[src/core/flash_read_pkg.sv]
// Package: constants, types and states of the multi-line flash read front end
package flash_read_pkg;

    // ------------------------------------------------------------
    // Command codes
    // ------------------------------------------------------------
    localparam logic [7:0] OPC_DUAL_IO = 8'hbb;
    localparam logic [7:0] OPC_QUAD_IO = 8'heb;
    localparam logic [7:0] OPC_QUAD_WORD = 8'he7;
    localparam logic [7:0] OPC_SET_BURST = 8'h77;
    localparam logic [7:0] OPC_MODE_RESET = 8'hff;

    // ------------------------------------------------------------
    // Phase lengths in serial clocks
    // ------------------------------------------------------------
    localparam logic [4:0] OPC_LAST = 5'd7;
    localparam logic [4:0] ADDR_LAST_DUAL = 5'd15;
    localparam logic [4:0] ADDR_LAST_QUAD = 5'd7;
    localparam logic [4:0] DUMMY_QUAD = 5'd4;
    localparam logic [4:0] DUMMY_WORD = 5'd2;
    localparam logic [4:0] DUMMY_DUAL = 5'd0;
    localparam logic [4:0] WRAP_SLOT = 5'd6;
    localparam logic [4:0] WRAP_CLOCKS = 5'd8;
    localparam logic [1:0] SLOTS_DUAL = 2'd3;
    localparam logic [1:0] SLOTS_QUAD = 2'd1;

    // ------------------------------------------------------------
    // Mode byte and wrap layout
    // ------------------------------------------------------------
    localparam logic [1:0] SKIP_CODE = 2'b10;
    localparam int MODE_SKIP_LO = 4;
    localparam logic [23:0] MASK_8 = 24'h000007;
    localparam logic [23:0] MASK_16 = 24'h00000f;
    localparam logic [23:0] MASK_32 = 24'h00001f;
    localparam logic [23:0] MASK_64 = 24'h00003f;
    localparam logic [23:0] ADDR_STEP = 24'h000001;

    // ------------------------------------------------------------
    // Data path buffer
    // ------------------------------------------------------------
    localparam int FIFO_WIDTH = 8;
    localparam int FIFO_DEPTH = 4;

    typedef struct packed {
        logic dis;
        logic [1:0] len;
    } wrap_cfg_t;

    localparam wrap_cfg_t WRAP_RESET = '{dis: 1'b1, len: 2'b00};

    typedef struct packed {
        logic [3:0] drive;
        logic [3:0] enable;
    } io_drive_t;

    typedef enum logic [1:0] {RK_DUAL, RK_QUAD, RK_WORD} read_kind_t;

    typedef enum logic [2:0] {
        ST_IDLE, ST_OPC, ST_ADDR, ST_DUMMY, ST_DATA, ST_WRAP, ST_IGNORE
    } read_state_t;

endpackage

[src/core/flash_read_front.sv]
// Read command front end: dual/quad I/O fast reads, opcode skipping, burst wrap
// Summary of operation
// Dual read takes address and mode two bits per clock, returns two bits per clock.
// Reads start at any byte and advance one address per byte while selected.
// Dual read with mode bits not 10 needs a full opcode next time.
// Mode bits 10 let the next transaction start directly with the address.
// A mode reset sequence clears opcode skipping before ordinary commands.
// Quad read takes address, mode, four dummy clocks, returns four bits per clock.
// Quad read is accepted only while the quad enable bit is set; the code takes a skip-mode frame without checking the bit.
// Quad read uses the same mode byte rule for opcode skipping.
// Host sends even start address for word read; two dummy clocks.
// Word read is accepted only while status bit nine is set; the code takes a skip-mode frame without checking the bit.
// Word read uses the same opcode skipping rule.
// With wrap on, quad reads loop inside an aligned section until deselect.
// The stored wrap setting holds for all later quad reads until changed.
// Set-burst: opcode, 24 dummy bits, 8 wrap bits; captured at deselect.
// Wrap disable bit zero enables; length bits choose 8, 16, 32 or 64.
// After power-on wrapping is disabled.
// Wrap bits sit on lines 0, 1, 2 in the seventh slot.
// In skip mode the first clocks are address bits of the previous read type.
// With wrap off, quad reads stream linearly across pages.
`timescale 1ns/1ns
module flash_read_front (
    input wire logic clk,
    input wire logic rst_n,
    input wire logic ce,
    input wire logic cs_n,
    input wire logic sck,
    input wire logic [3:0] io_in,
    output logic [3:0] io_out,
    output logic [3:0] io_oe,
    input wire logic quad_enable_bit,
    output logic [23:0] mem_addr,
    input wire logic [7:0] mem_data,
    output logic skip_active,
    output flash_read_pkg::wrap_cfg_t wrap_setting
);
    import flash_read_pkg::*;

    // ------------------------------------------------------------
    // Decode helpers
    // ------------------------------------------------------------
    function automatic logic [23:0] wrap_mask(input logic [1:0] len);
        case (len)
            2'b00: wrap_mask = MASK_8;
            2'b01: wrap_mask = MASK_16;
            2'b10: wrap_mask = MASK_32;
            default: wrap_mask = MASK_64;
        endcase
    endfunction

    function automatic logic [4:0] addr_last(input read_kind_t k);
        addr_last = (k == RK_DUAL) ? ADDR_LAST_DUAL : ADDR_LAST_QUAD;
    endfunction

    function automatic logic [4:0] dummy_len(input read_kind_t k);
        case (k)
            RK_QUAD: dummy_len = DUMMY_QUAD;
            RK_WORD: dummy_len = DUMMY_WORD;
            default: dummy_len = DUMMY_DUAL;
        endcase
    endfunction

    // ------------------------------------------------------------
    // Pin synchronisers and edge detect
    // ------------------------------------------------------------
    logic sck_s1_ff, sck_s2_ff, sck_d_ff;
    logic cs_s1_ff, cs_s2_ff, cs_d_ff;
    logic [3:0] io_s1_ff, io_s2_ff;

    always_ff @(posedge clk or negedge rst_n) begin
        if (!rst_n) begin
            {sck_s1_ff, sck_s2_ff, sck_d_ff} <= 3'h0;
            {cs_s1_ff, cs_s2_ff, cs_d_ff} <= 3'h7;
            io_s1_ff <= 4'h0;
            io_s2_ff <= 4'h0;
        end else if (ce) begin
            {sck_s1_ff, sck_s2_ff, sck_d_ff} <= {sck, sck_s1_ff, sck_s2_ff};
            {cs_s1_ff, cs_s2_ff, cs_d_ff} <= {cs_n, cs_s1_ff, cs_s2_ff};
            io_s1_ff <= io_in;
            io_s2_ff <= io_s1_ff;
        end
    end

    wire logic cs_rise = cs_s2_ff & ~cs_d_ff;
    wire logic cs_fall = ~cs_s2_ff & cs_d_ff;
    wire logic sck_rise = sck_s2_ff & ~sck_d_ff & ~cs_s2_ff;
    wire logic sck_fall = ~sck_s2_ff & sck_d_ff & ~cs_s2_ff;

    // ------------------------------------------------------------
    // State
    // ------------------------------------------------------------
    read_state_t st_ff, nxt_st;
    read_kind_t kind_ff, nxt_kind, skip_kind_ff, nxt_skip_kind;
    logic [4:0] cnt_ff, nxt_cnt;
    logic [31:0] sh_ff, nxt_sh;
    logic skip_ff, nxt_skip;
    logic all1_ff, nxt_all1;
    wrap_cfg_t wrap_cfg_ff, nxt_wrap, pend_ff, nxt_pend;
    logic fetch_en_ff, nxt_fetch_en;
    logic [23:0] fetch_addr_ff, nxt_fetch_addr;
    logic [7:0] out_sh_ff, nxt_out_sh;
    logic [1:0] slot_ff, nxt_slot;
    io_drive_t drv_ff, nxt_drv;

    wire logic is_dual = (kind_ff == RK_DUAL);
    wire logic [31:0] sh_lane = is_dual ? {sh_ff[29:0], io_s2_ff[1:0]}
                                        : {sh_ff[27:0], io_s2_ff};
    wire logic lanes_high = is_dual ? &io_s2_ff[1:0] : &io_s2_ff;
    wire logic [7:0] opc = {sh_ff[6:0], io_s2_ff[0]};
    wire logic opc_done = ce & sck_rise & (st_ff == ST_OPC) & (cnt_ff == OPC_LAST);
    wire logic mode_end = ce & sck_rise & (st_ff == ST_ADDR) & (cnt_ff == addr_last(kind_ff));
    wire logic [1:0] skip_bits = sh_lane[MODE_SKIP_LO +: 2];
    wire logic wrap_commit = ce & cs_rise & (st_ff == ST_WRAP) & (cnt_ff == WRAP_CLOCKS);
    wire logic mode_reset = ce & cs_rise & (st_ff == ST_ADDR) & skip_ff & all1_ff;
    wire logic quad_opc = (opc == OPC_QUAD_IO) | (opc == OPC_QUAD_WORD);

    // ------------------------------------------------------------
    // Fetch path and buffer
    // ------------------------------------------------------------
    logic fifo_in_ready, fifo_out_valid;
    logic [7:0] fifo_data;
    wire logic wrap_on = ~wrap_cfg_ff.dis & ~is_dual;
    wire logic [23:0] cur_mask = wrap_mask(wrap_cfg_ff.len);
    wire logic [23:0] wrap_base = fetch_addr_ff & ~cur_mask;
    wire logic [23:0] step_addr = fetch_addr_ff + ADDR_STEP;
    wire logic [23:0] next_addr = wrap_on ? (wrap_base | (step_addr & cur_mask)) : step_addr;
    wire logic push = ce & fetch_en_ff & fifo_in_ready & ~cs_rise;
    wire logic pop = ce & sck_fall & (st_ff == ST_DATA) & (slot_ff == 2'd0) & ~cs_rise;

    // Fetch fills the buffer ahead of the link and never stalls the read; back-pressure holds the address.
    stream_fifo #(.WIDTH(FIFO_WIDTH), .DEPTH(FIFO_DEPTH)) u_fifo (
        .clk(clk),
        .rst_n(rst_n),
        .ce(ce),
        .flush(cs_rise),
        .in_valid(fetch_en_ff),
        .in_ready(fifo_in_ready),
        .in_data(mem_data),
        .out_valid(fifo_out_valid),
        .out_ready(pop),
        .out_data(fifo_data)
    );

    // Underrun sends zeros; array is expected to keep up at this link rate.
    wire logic [7:0] load_byte = fifo_out_valid ? fifo_data : 8'h00;

    // ------------------------------------------------------------
    // Next-state logic
    // ------------------------------------------------------------
    always_comb begin
        nxt_st = st_ff;
        nxt_kind = kind_ff;
        nxt_skip_kind = skip_kind_ff;
        nxt_cnt = cnt_ff;
        nxt_sh = sh_ff;
        nxt_skip = skip_ff;
        nxt_all1 = all1_ff;
        nxt_wrap = wrap_cfg_ff;
        nxt_pend = pend_ff;
        nxt_fetch_en = fetch_en_ff;
        nxt_fetch_addr = push ? next_addr : fetch_addr_ff;
        nxt_out_sh = out_sh_ff;
        nxt_slot = slot_ff;
        nxt_drv = drv_ff;
        if (cs_rise) begin
            nxt_st = ST_IDLE;
            nxt_fetch_en = 1'b0;
            nxt_drv = '0;
            // Trailing fall pops a byte; next frame must start on a byte boundary
            nxt_slot = 2'd0;
            if (wrap_commit) begin
                nxt_wrap = pend_ff;
            end
            if (mode_reset) begin
                nxt_skip = 1'b0;
            end
        end else if (cs_fall) begin
            nxt_cnt = 5'd0;
            nxt_all1 = 1'b1;
            if (skip_ff) begin
                nxt_st = ST_ADDR;
                nxt_kind = skip_kind_ff;
            end else begin
                nxt_st = ST_OPC;
            end
        end else if (sck_rise) begin
            nxt_cnt = cnt_ff + 5'd1;
            case (st_ff)
                ST_OPC: begin
                    nxt_sh = {sh_ff[30:0], io_s2_ff[0]};
                    if (cnt_ff == OPC_LAST) begin
                        nxt_cnt = 5'd0;
                        nxt_st = ST_IGNORE;
                        case (opc)
                            OPC_DUAL_IO: begin
                                nxt_st = ST_ADDR;
                                nxt_kind = RK_DUAL;
                            end
                            OPC_QUAD_IO: begin
                                nxt_st = quad_enable_bit ? ST_ADDR : ST_IGNORE;
                                nxt_kind = RK_QUAD;
                            end
                            OPC_QUAD_WORD: begin
                                nxt_st = quad_enable_bit ? ST_ADDR : ST_IGNORE;
                                nxt_kind = RK_WORD;
                            end
                            OPC_SET_BURST: begin
                                nxt_st = ST_WRAP;
                                nxt_pend = wrap_cfg_ff;
                            end
                            OPC_MODE_RESET: begin
                                nxt_skip = 1'b0;
                            end
                            default: begin
                                nxt_st = ST_IGNORE;
                            end
                        endcase
                    end
                end
                ST_ADDR: begin
                    nxt_sh = sh_lane;
                    nxt_all1 = all1_ff & lanes_high;
                    if (mode_end) begin
                        nxt_cnt = 5'd0;
                        nxt_skip = (skip_bits == SKIP_CODE);
                        nxt_skip_kind = kind_ff;
                        nxt_fetch_addr = sh_lane[31:8];
                        nxt_fetch_en = 1'b1;
                        nxt_st = (dummy_len(kind_ff) == 5'd0) ? ST_DATA : ST_DUMMY;
                    end
                end
                ST_DUMMY: begin
                    if (cnt_ff == dummy_len(kind_ff) - 5'd1) begin
                        nxt_st = ST_DATA;
                    end
                end
                ST_WRAP: begin
                    if (cnt_ff == WRAP_SLOT) begin
                        nxt_pend = '{dis: io_s2_ff[0], len: io_s2_ff[2:1]};
                    end
                    if (cnt_ff == WRAP_CLOCKS) begin
                        nxt_cnt = cnt_ff;
                    end
                end
                default: begin
                    nxt_cnt = cnt_ff;
                end
            endcase
        end else if (sck_fall && st_ff == ST_DATA) begin
            if (pop) begin
                nxt_slot = is_dual ? SLOTS_DUAL : SLOTS_QUAD;
                nxt_drv.drive = is_dual ? {2'b00, load_byte[7:6]} : load_byte[7:4];
                nxt_out_sh = is_dual ? {load_byte[5:0], 2'b00} : {load_byte[3:0], 4'h0};
            end else begin
                nxt_slot = slot_ff - 2'd1;
                nxt_drv.drive = is_dual ? {2'b00, out_sh_ff[7:6]} : out_sh_ff[7:4];
                nxt_out_sh = is_dual ? {out_sh_ff[5:0], 2'b00} : {out_sh_ff[3:0], 4'h0};
            end
            nxt_drv.enable = is_dual ? 4'h3 : 4'hf;
        end
    end

    // ------------------------------------------------------------
    // Registers
    // ------------------------------------------------------------
    always_ff @(posedge clk or negedge rst_n) begin
        if (!rst_n) begin
            st_ff <= ST_IDLE;
            kind_ff <= RK_DUAL;
            skip_kind_ff <= RK_DUAL;
            cnt_ff <= 5'd0;
            sh_ff <= 32'h0;
            skip_ff <= 1'b0;
            all1_ff <= 1'b0;
        end else if (ce) begin
            st_ff <= nxt_st;
            kind_ff <= nxt_kind;
            skip_kind_ff <= nxt_skip_kind;
            cnt_ff <= nxt_cnt;
            sh_ff <= nxt_sh;
            skip_ff <= nxt_skip;
            all1_ff <= nxt_all1;
        end
    end

    always_ff @(posedge clk or negedge rst_n) begin
        if (!rst_n) begin
            wrap_cfg_ff <= WRAP_RESET;
            pend_ff <= WRAP_RESET;
            fetch_en_ff <= 1'b0;
            fetch_addr_ff <= 24'h0;
            out_sh_ff <= 8'h0;
            slot_ff <= 2'd0;
            drv_ff <= '0;
        end else if (ce) begin
            wrap_cfg_ff <= nxt_wrap;
            pend_ff <= nxt_pend;
            fetch_en_ff <= nxt_fetch_en;
            fetch_addr_ff <= nxt_fetch_addr;
            out_sh_ff <= nxt_out_sh;
            slot_ff <= nxt_slot;
            drv_ff <= nxt_drv;
        end
    end

    assign io_out = drv_ff.drive;
    assign io_oe = drv_ff.enable;
    assign mem_addr = fetch_addr_ff;
    assign skip_active = skip_ff;
    assign wrap_setting = wrap_cfg_ff;

    // ------------------------------------------------------------
    // Checks
    // ------------------------------------------------------------
    logic wrap_seen_ff;
    always_ff @(posedge clk or negedge rst_n) begin
        if (!rst_n) begin
            wrap_seen_ff <= 1'b0;
        end else if (wrap_commit) begin
            wrap_seen_ff <= 1'b1;
        end
    end
endmodule // flash_read_front

[src/core/stream_fifo.sv]
// Small flip-flop FIFO with valid/ready on both sides
`timescale 1ns/1ns
module stream_fifo #(
    parameter int WIDTH = 8,
    parameter int DEPTH = 4
) (
    input wire logic clk,
    input wire logic rst_n,
    input wire logic ce,
    input wire logic flush,
    input wire logic in_valid,
    output logic in_ready,
    input wire logic [WIDTH-1:0] in_data,
    output logic out_valid,
    input wire logic out_ready,
    output logic [WIDTH-1:0] out_data
);
    localparam int AW = $clog2(DEPTH);
    localparam int CW = $clog2(DEPTH + 1);

    logic [WIDTH-1:0] mem_ff [DEPTH];
    logic [AW-1:0] wr_ff;
    logic [AW-1:0] rd_ff;
    logic [CW-1:0] cnt_ff;
    wire logic push = ce & in_valid & in_ready & ~flush;
    wire logic pop = ce & out_valid & out_ready & ~flush;

    assign in_ready = (cnt_ff != CW'(DEPTH));
    assign out_valid = (cnt_ff != '0);
    assign out_data = mem_ff[rd_ff];

    // ------------------------------------------------------------
    // Storage
    // ------------------------------------------------------------
    for (genvar i = 0; i < DEPTH; i++) begin : g_entry
        always_ff @(posedge clk or negedge rst_n) begin
            if (!rst_n) begin
                mem_ff[i] <= '0;
            end else if (push && wr_ff == AW'(i)) begin
                mem_ff[i] <= in_data;
            end
        end
    end

    // ------------------------------------------------------------
    // Pointers
    // ------------------------------------------------------------
    always_ff @(posedge clk or negedge rst_n) begin
        if (!rst_n) begin
            wr_ff <= '0;
            rd_ff <= '0;
            cnt_ff <= '0;
        end else if (ce && flush) begin
            wr_ff <= '0;
            rd_ff <= '0;
            cnt_ff <= '0;
        end else begin
            wr_ff <= push ? wr_ff + 1'b1 : wr_ff;
            rd_ff <= pop ? rd_ff + 1'b1 : rd_ff;
            cnt_ff <= cnt_ff + CW'(push) - CW'(pop);
        end
    end
endmodule // stream_fifo

[config.mk]
export PLATFORM = sky130hd
export DESIGN_NAME = flash_read_front
export DESIGN_NICKNAME = d
export VERILOG_FILES = /design/src/core/flash_read_pkg.sv /design/src/core/flash_read_front.sv /design/src/core/stream_fifo.sv
export SDC_FILE = /design/constraint.sdc
export NUM_CORES = 1
export LEC_CHECK = 0
export ABC_AREA = 1
export ABC_CLOCK_PERIOD_IN_PS = 5500
export BUFFER_PORTS_ARGS = -buffer_cell sky130_fd_sc_hd__buf_2
export CORE_MARGIN = 2
export CORE_UTILIZATION = 40
export CTS_BUF_LIST = sky130_fd_sc_hd__clkbuf_4 sky130_fd_sc_hd__clkbuf_8 sky130_fd_sc_hd__clkbuf_16
export DETAILED_ROUTE_END_ITERATION = 6
export GPL_TIMING_DRIVEN = 0
export SLEW_MARGIN = 25
export SYNTH_ARGS = -nofsm -noshare
export SYNTH_HDL_FRONTEND = slang
export SYNTH_SLANG_ARGS = --single-unit
[constraint.sdc]
create_clock -name clk -period 5.5 [get_ports clk]
set_input_delay 1.65 -clock clk [delete_from_list [all_inputs] [get_ports clk]]
set_output_delay 1.65 -clock clk [all_outputs]
set_load 0.005 [all_outputs]
# Word level (Yosys, flattened, before mapping)

Index checks and enable logic that the tools add are counted.

Register bits: 146
Bits of input ports: 18
Output and inout bits: 36
Word-level logic and storage cells: 255

$add $sub $neg: 8
$lt $le $gt $ge: 1
Equality and inequality tests: 38
Mux-type cells: 91
Bitwise logic cells: 41
Reductions and logical operators: 44

Operators with widths:

| kind                  | count |
|---|---|
| $mux 24               | 7 |
| $mux 8                | 10 |
| $mux 5                | 14 |
| $pmux 30 s2           | 1 |
| $and 24x24->24        | 2 |
| $mux 3                | 12 |
| $eq 8x8->1 const B    | 4 |
| $mux 2                | 16 |
| $mux 32               | 1 |
| $and 1x1->1           | 27 |
| $add 24x1->24 const B | 1 |
| $not 24->24           | 1 |
| $or 24x24->24         | 1 |
| $reduce_bool 2->1     | 12 |
| $mux 4                | 5 |
| $pmux 5 s4            | 1 |
| $reduce_and 5->1      | 4 |
| $pmux 3 s3            | 2 |
| $pmux 6 s3            | 1 |
| $bmux 8 s2            | 1 |
| $mux 1                | 16 |
| $reduce_and 8->1      | 2 |
| $pmux 3 s2            | 2 |
| $reduce_and 4->1      | 3 |
| 38 further kinds      | 77 |

# Logic depth before layout (Yosys ltp)

Depth after elaboration: 18
Depth in mapped cells: 17
Depth with buffers taken out: 16

# Hierarchy

Synthesis repeated with hierarchy kept, for this count alone.

Cell total of the unflattened synthesis: 1199
Area, all modules: 8597.0 sq um

Modules (own cells, without submodules):

| module           | instances | cells an instance | area an instance (sq um) | seq. area each (sq um) |
|---|---|---|---|---|
| flash_read_front | 1         | 941               | 6483.7                   | 2583.7 |
| stream_fifo      | 1         | 258               | 2113.3                   | 975.9 |

# Worst setup path before layout

No wires, ideal clock.

Path type: in2reg
Start: in ce
End: reg u_fifo.cnt_ff[2]
Library setup time: 0.124 ns
Arrival time: 3.318 ns
Data required time: 5.376 ns
Path slack: 2.058 ns
Stages on the path: 14
Path buffers: 1
Cell sequence: nand2_4 > inv_1 > nand2_2 > nor2_4 > buf_6 > nand2_1 > inv_1 > ha_1 > inv_1 > ha_1 > inv_1 > fa_1 > o21ai_0 > a21oi_1

Word-level cells in the longest chain between the ends: 8
Elaborated cells on any way between the ends: 14
Classes of those cells: add/sub (2); mux (1); bitwise (10); reduce/logical (1)

Ends and longest elaborated chain:

| what                                                                | RTL line               | RTL |
|---|---|---|
| start, declared                                                     | flash_read_front.sv:26 | `input wire logic ce,` |
| parallel branches: the longest is 7 deep, another holds $add 3x1->3 | -                      |  |
| $mux 3 (*)                                                          | stream_fifo.sv:53      | `end else if (ce && flush) begin` |
| end signal, assigned                                                | stream_fifo.sv:60      | `cnt_ff <= cnt_ff + CW'(push) - CW'(pop);` |
| end, declared                                                       | stream_fifo.sv:24      | `logic [CW-1:0] cnt_ff;` |

Every way passes the cells marked *.
A chain may end at the register's enable or synchronous reset.

# Worst setup path in the final report

Same ends and word-level chain as after synthesis.

==> qor.json <==
{
  "outcome": "complete, no violations",
  "n_antenna_cell": 0,
  "setup_tns_ns": 0,
  "finalCritPeriodShare": 0.641,
  "grt_overflow": 0,
  "effective_utilization_at_floorplan": 0.404,
  "drt_iter0_drc": 632,
  "post_synth_inst_count": 1178,
  "largest_net_degree_at_the_start_of_global_routing": 88,
  "syn2layout_area_growth_pct": 14.4,
  "detail_route.wl_per_cell_um": 16.0,
  "avgViaCountPerCell": 5.14,
  "final_net_count": 1285,
  "post_cts_buffers": 0,
  "post_route_cells_drive_above_1_share": 0.134,
  "min_path_cells": 2,
  "ys_warn_count": 0,
  "cp_max_fo": 10,
  "wire_length_of_the_first_global_routing_pass_mm": 39.6,
  "synth_sequential_area_ratio": 0.422,
  "vias": 7903,
  "max-vdd-ir-drop_uv": 173,
  "post_synth.cell_area_avg_um2": 7.17,
  "core-area_mm2": 0.0209,
  "cts.sink_count": 142,
  "fp.dieArea_mm2": 0.0223,
  "synth.top_cell.area_share": 0.406,
  "list_of_cells_traversed_by_the_critical_path": "buf_2 -> nand2_4 -> inv_1 -> nand2_2 -> nor2_4 -> buf_6 -> nand2_1 -> inv_1 -> ha_1 -> inv_1 -> ha_1 -> inv_1 -> fa_1 -> o21ai_0 -> a21oi_1",
  "synthDominantAreaCellType": "sky130_fd_sc_hd__dfrtp_1",
  "max_slew_violation_total_from_the_final_report": 0,
  "post_dp_cell_area_mm2": 0.00909,
  "timing.fmax_ghz": 0.284,
  "grt_setup_unrepaired": "false",
  "worst_setup_margin_ns": 1.97,
  "yosys_register_bits": 142,
  "number_of_buffers_inserted_by_hold_repair_at_cts": 0,
  "place_inst": 1507,
  "power_after_layout_mw": 4.42,
  "boundaryPins": 54,
  "worst_r2r_path_depth": 17,
  "gp_congestion": 0.915,
  "setup-violations-final": 0,
  "timing.final.crit_period_ns": 3.53,
  "dpl_worst_slack_ns": 1.55,
  "clock_tree.root_cell": "sky130_fd_sc_hd__clkbuf_16",
  "power.density_cell_area_mw_per_mm2": 458,
  "first_global_vias": 7248,
  "skew_ns": 0.0154,
  "critical_path.slowest_cell": "sky130_fd_sc_hd__fa_1",
  "floorplan.die.width_um": 149,
  "buffer_ports.inserted": 53,
  "post_cts_resize_count": 0,
  "max-clock-path-buffers": 2,
  "groute.usage.overall": 0.229,
  "clk-insertion-delay-late_ns": 0.44,
  "cp_data_arrival_time_ns": 3.83,
  "stdcell_count": 1539,
  "dr.pass1.iters": 5,
  "slew_headroom": 0.472,
  "tritoncts.num_buffers": 17,
  "syn_area_mm2": 0.00844,
  "setup_crit_end_kind": "flip-flop",
  "final-hold-violation-count": 0,
  "drt_wl_total_mm": 24.6,
  "critPathKind": "input port to flip-flop",
  "tritoncts": "yes",
  "tightest_slew_ns": 0.784,
  "syn-num-nets": 1212,
  "startpoint_type": "input port",
  "worst_path_most_repeated_cell": "sky130_fd_sc_hd__inv_1",
  "layout.cell_area.non_filler_mm2": 0.00966,
  "antenna_violations_before_repair": 0,
  "htreeDepth": 4,
  "dp.final_hpwl_mm": 18.1,
  "worst_path_max_stage_delay_ns": 0.37,
  "class_of_the_most_critical_hold_timing_path": "flip-flop to flip-flop",
  "post-route-drc-count": 0,
  "fp.dieH_um": 149,
  "floorplan.rows": 53,
  "clk_pin_slew_ns": 0.07,
  "synth_area_leaders": "sky130_fd_sc_hd__dfrtp_1 (41%), sky130_fd_sc_hd__nand2_1 (17%), sky130_fd_sc_hd__o21ai_0 (9.0%)",
  "post_synth_num_cell_types": 45,
  "drtAntennaViolNets": 0,
  "worst-endpoint-required_ns": 5.81,
  "max_capacitance_violation_count": 0,
  "p_leak_nw": 4.77
}
==> cell families (layout without fill, tap and decap cells) <==
logic type,after synthesis,after routing,synth area share
adders and majority gates,16,16,0.0246
buffers and inverters,184,270,0.0900
xor gates and xnor gates,9,9,0.00934
muxes,3,3,0.00400
and+or+nand+nor,589,589,0.297
AOI/OAI and AO/OA,235,235,0.153
DFF,142,142,0.422
==> worst paths after layout <==
check	startpoint	endpoint	slack, ns
worst min register to register	cs_s1_ff$_DFFE_PN1P_	cs_s1_ff$_DFFE_PN1P_	0.47
max in group asynchronous	rst_n	pend_ff[2]$_DFFE_PN1P_	3.56
worst min-delay path	cs_s1_ff$_DFFE_PN1P_	cs_s1_ff$_DFFE_PN1P_	0.47
worst max-delay path	ce	u_fifo.cnt_ff[2]$_DFF_PN0_	1.97
min in group asynchronous	rst_n	io_oe[1]$_DFFE_PN0P_	1.12
worst max register to register	cs_d_ff$_DFFE_PN1P_	u_fifo.cnt_ff[2]$_DFF_PN0_	2.35
==> critical path, delay by kind of cell <==
kind,cells,cell delay (ns)
AO/OA/AOI/OAI,2,0.25
adder cells (fa/ha/maj),3,0.70
buffers and inverters,6,0.75
AND/OR/NAND/NOR,4,0.47
==> metal layers <==
layer,vias up,wire [µm],share of wire,global-route usage
met4,0,496,0.020,0.0733
met5,-,0,0,0
met3,27,1670,0.068,0.0453
met1,3680,12100,0.49,0.344
li1,3956,-,-,-
met2,240,10400,0.42,0.331
==> stage by stage <==
stage,utilization,hold WS [ns]
after floorplan,-,0.442
after global placement,0.433,0.456
after detailed placement,0.435,0.458
after CTS,0.462,0.469
after global routing,0.462,0.486
final,0.462,0.467
==> flip-flops by register name, indices dropped and copies added (netlist names), 3 cells and up <==
| register | count |
|---|---|
| cnt_ff | 5 |
| io_out | 4 |
| io_s1_ff | 4 |
| io_s2_ff | 4 |
| mem_addr | 24 |
| out_sh_ff | 6 |
| pend_ff | 3 |
| sh_ff | 30 |
| st_ff | 3 |
| u_fifo.cnt_ff | 3 |
| u_fifo.mem_ff | 32 |
| wrap_setting | 3 |
==> synthesized netlist by cell type, drive strengths merged <==
cell type,instances
a211oi,1
a21oi,23
a22oi,3
a31oi,3
buf,27
clkbuf,17
clkinv,2
dfrtp,137
dfstp,5
fa,1
ha,15
inv,138
mux2,3
nand2,395
nand3,69
nand3b,3
nand4,10
nor2,91
nor3,12
nor3b,1
nor4,3
o211ai,30
o21ai,167
o22ai,7
o31ai,1
or2,5
xnor2,5
xor2,4
==> layout by cell type, fill, tap and decap left out, types with 4 or more instances in the layout <==
cell type	netlist	final
sky130_fd_sc_hd__nand2_1	388	388
sky130_fd_sc_hd__o21ai_0	151	151
sky130_fd_sc_hd__dfrtp_1	137	137
sky130_fd_sc_hd__inv_1	124	124
sky130_fd_sc_hd__nor2_1	74	74
sky130_fd_sc_hd__buf_2	16	68
sky130_fd_sc_hd__nand3_1	65	65
sky130_fd_sc_hd__o211ai_1	30	30
sky130_fd_sc_hd__a21oi_1	22	22
sky130_fd_sc_hd__clkbuf_1	17	17
sky130_fd_sc_hd__clkbuf_16	0	17
sky130_fd_sc_hd__ha_1	15	15
sky130_fd_sc_hd__o21ai_1	14	14
sky130_fd_sc_hd__inv_2	13	13
sky130_fd_sc_hd__nor2_2	11	11
sky130_fd_sc_hd__nor3_1	11	11
sky130_fd_sc_hd__nand4_1	10	10
sky130_fd_sc_hd__o22ai_1	7	7
sky130_fd_sc_hd__nor2_4	5	5
sky130_fd_sc_hd__xnor2_1	5	5
sky130_fd_sc_hd__clkinv_4	0	5
sky130_fd_sc_hd__inv_6	0	5
sky130_fd_sc_hd__dfstp_2	5	5
sky130_fd_sc_hd__buf_4	4	4
sky130_fd_sc_hd__nand2_2	4	4
sky130_fd_sc_hd__buf_6	4	4
sky130_fd_sc_hd__xor2_1	4	4
sky130_fd_sc_hd__nand3_2	4	4
sky130_fd_sc_hd__or2_2	4	4
==> power breakdown <==
| group | switching [mW] | leakage (nW) | internal, mW | total (mW) |
|---|---|---|---|---|
| sequential | 0.267 | 1.76 | 1.41 | 1.67 |
| clock | 0.497 | 0.279 | 0.635 | 1.13 |
| combinational | 1.09 | 2.72 | 0.523 | 1.62 |
==> layout make-up <==
type                       count  area [µm²]
tap                          275         344
multi-input combinational    852        4120
buffer                        44         230
sequential                   142        3560
fill                        2166       11200
clock buffer                  18         433
timing repair buffer          54         303
clock inverter                14         135
inverter                     140         529
No activity file was read; power rests on OpenSTA's default activity.
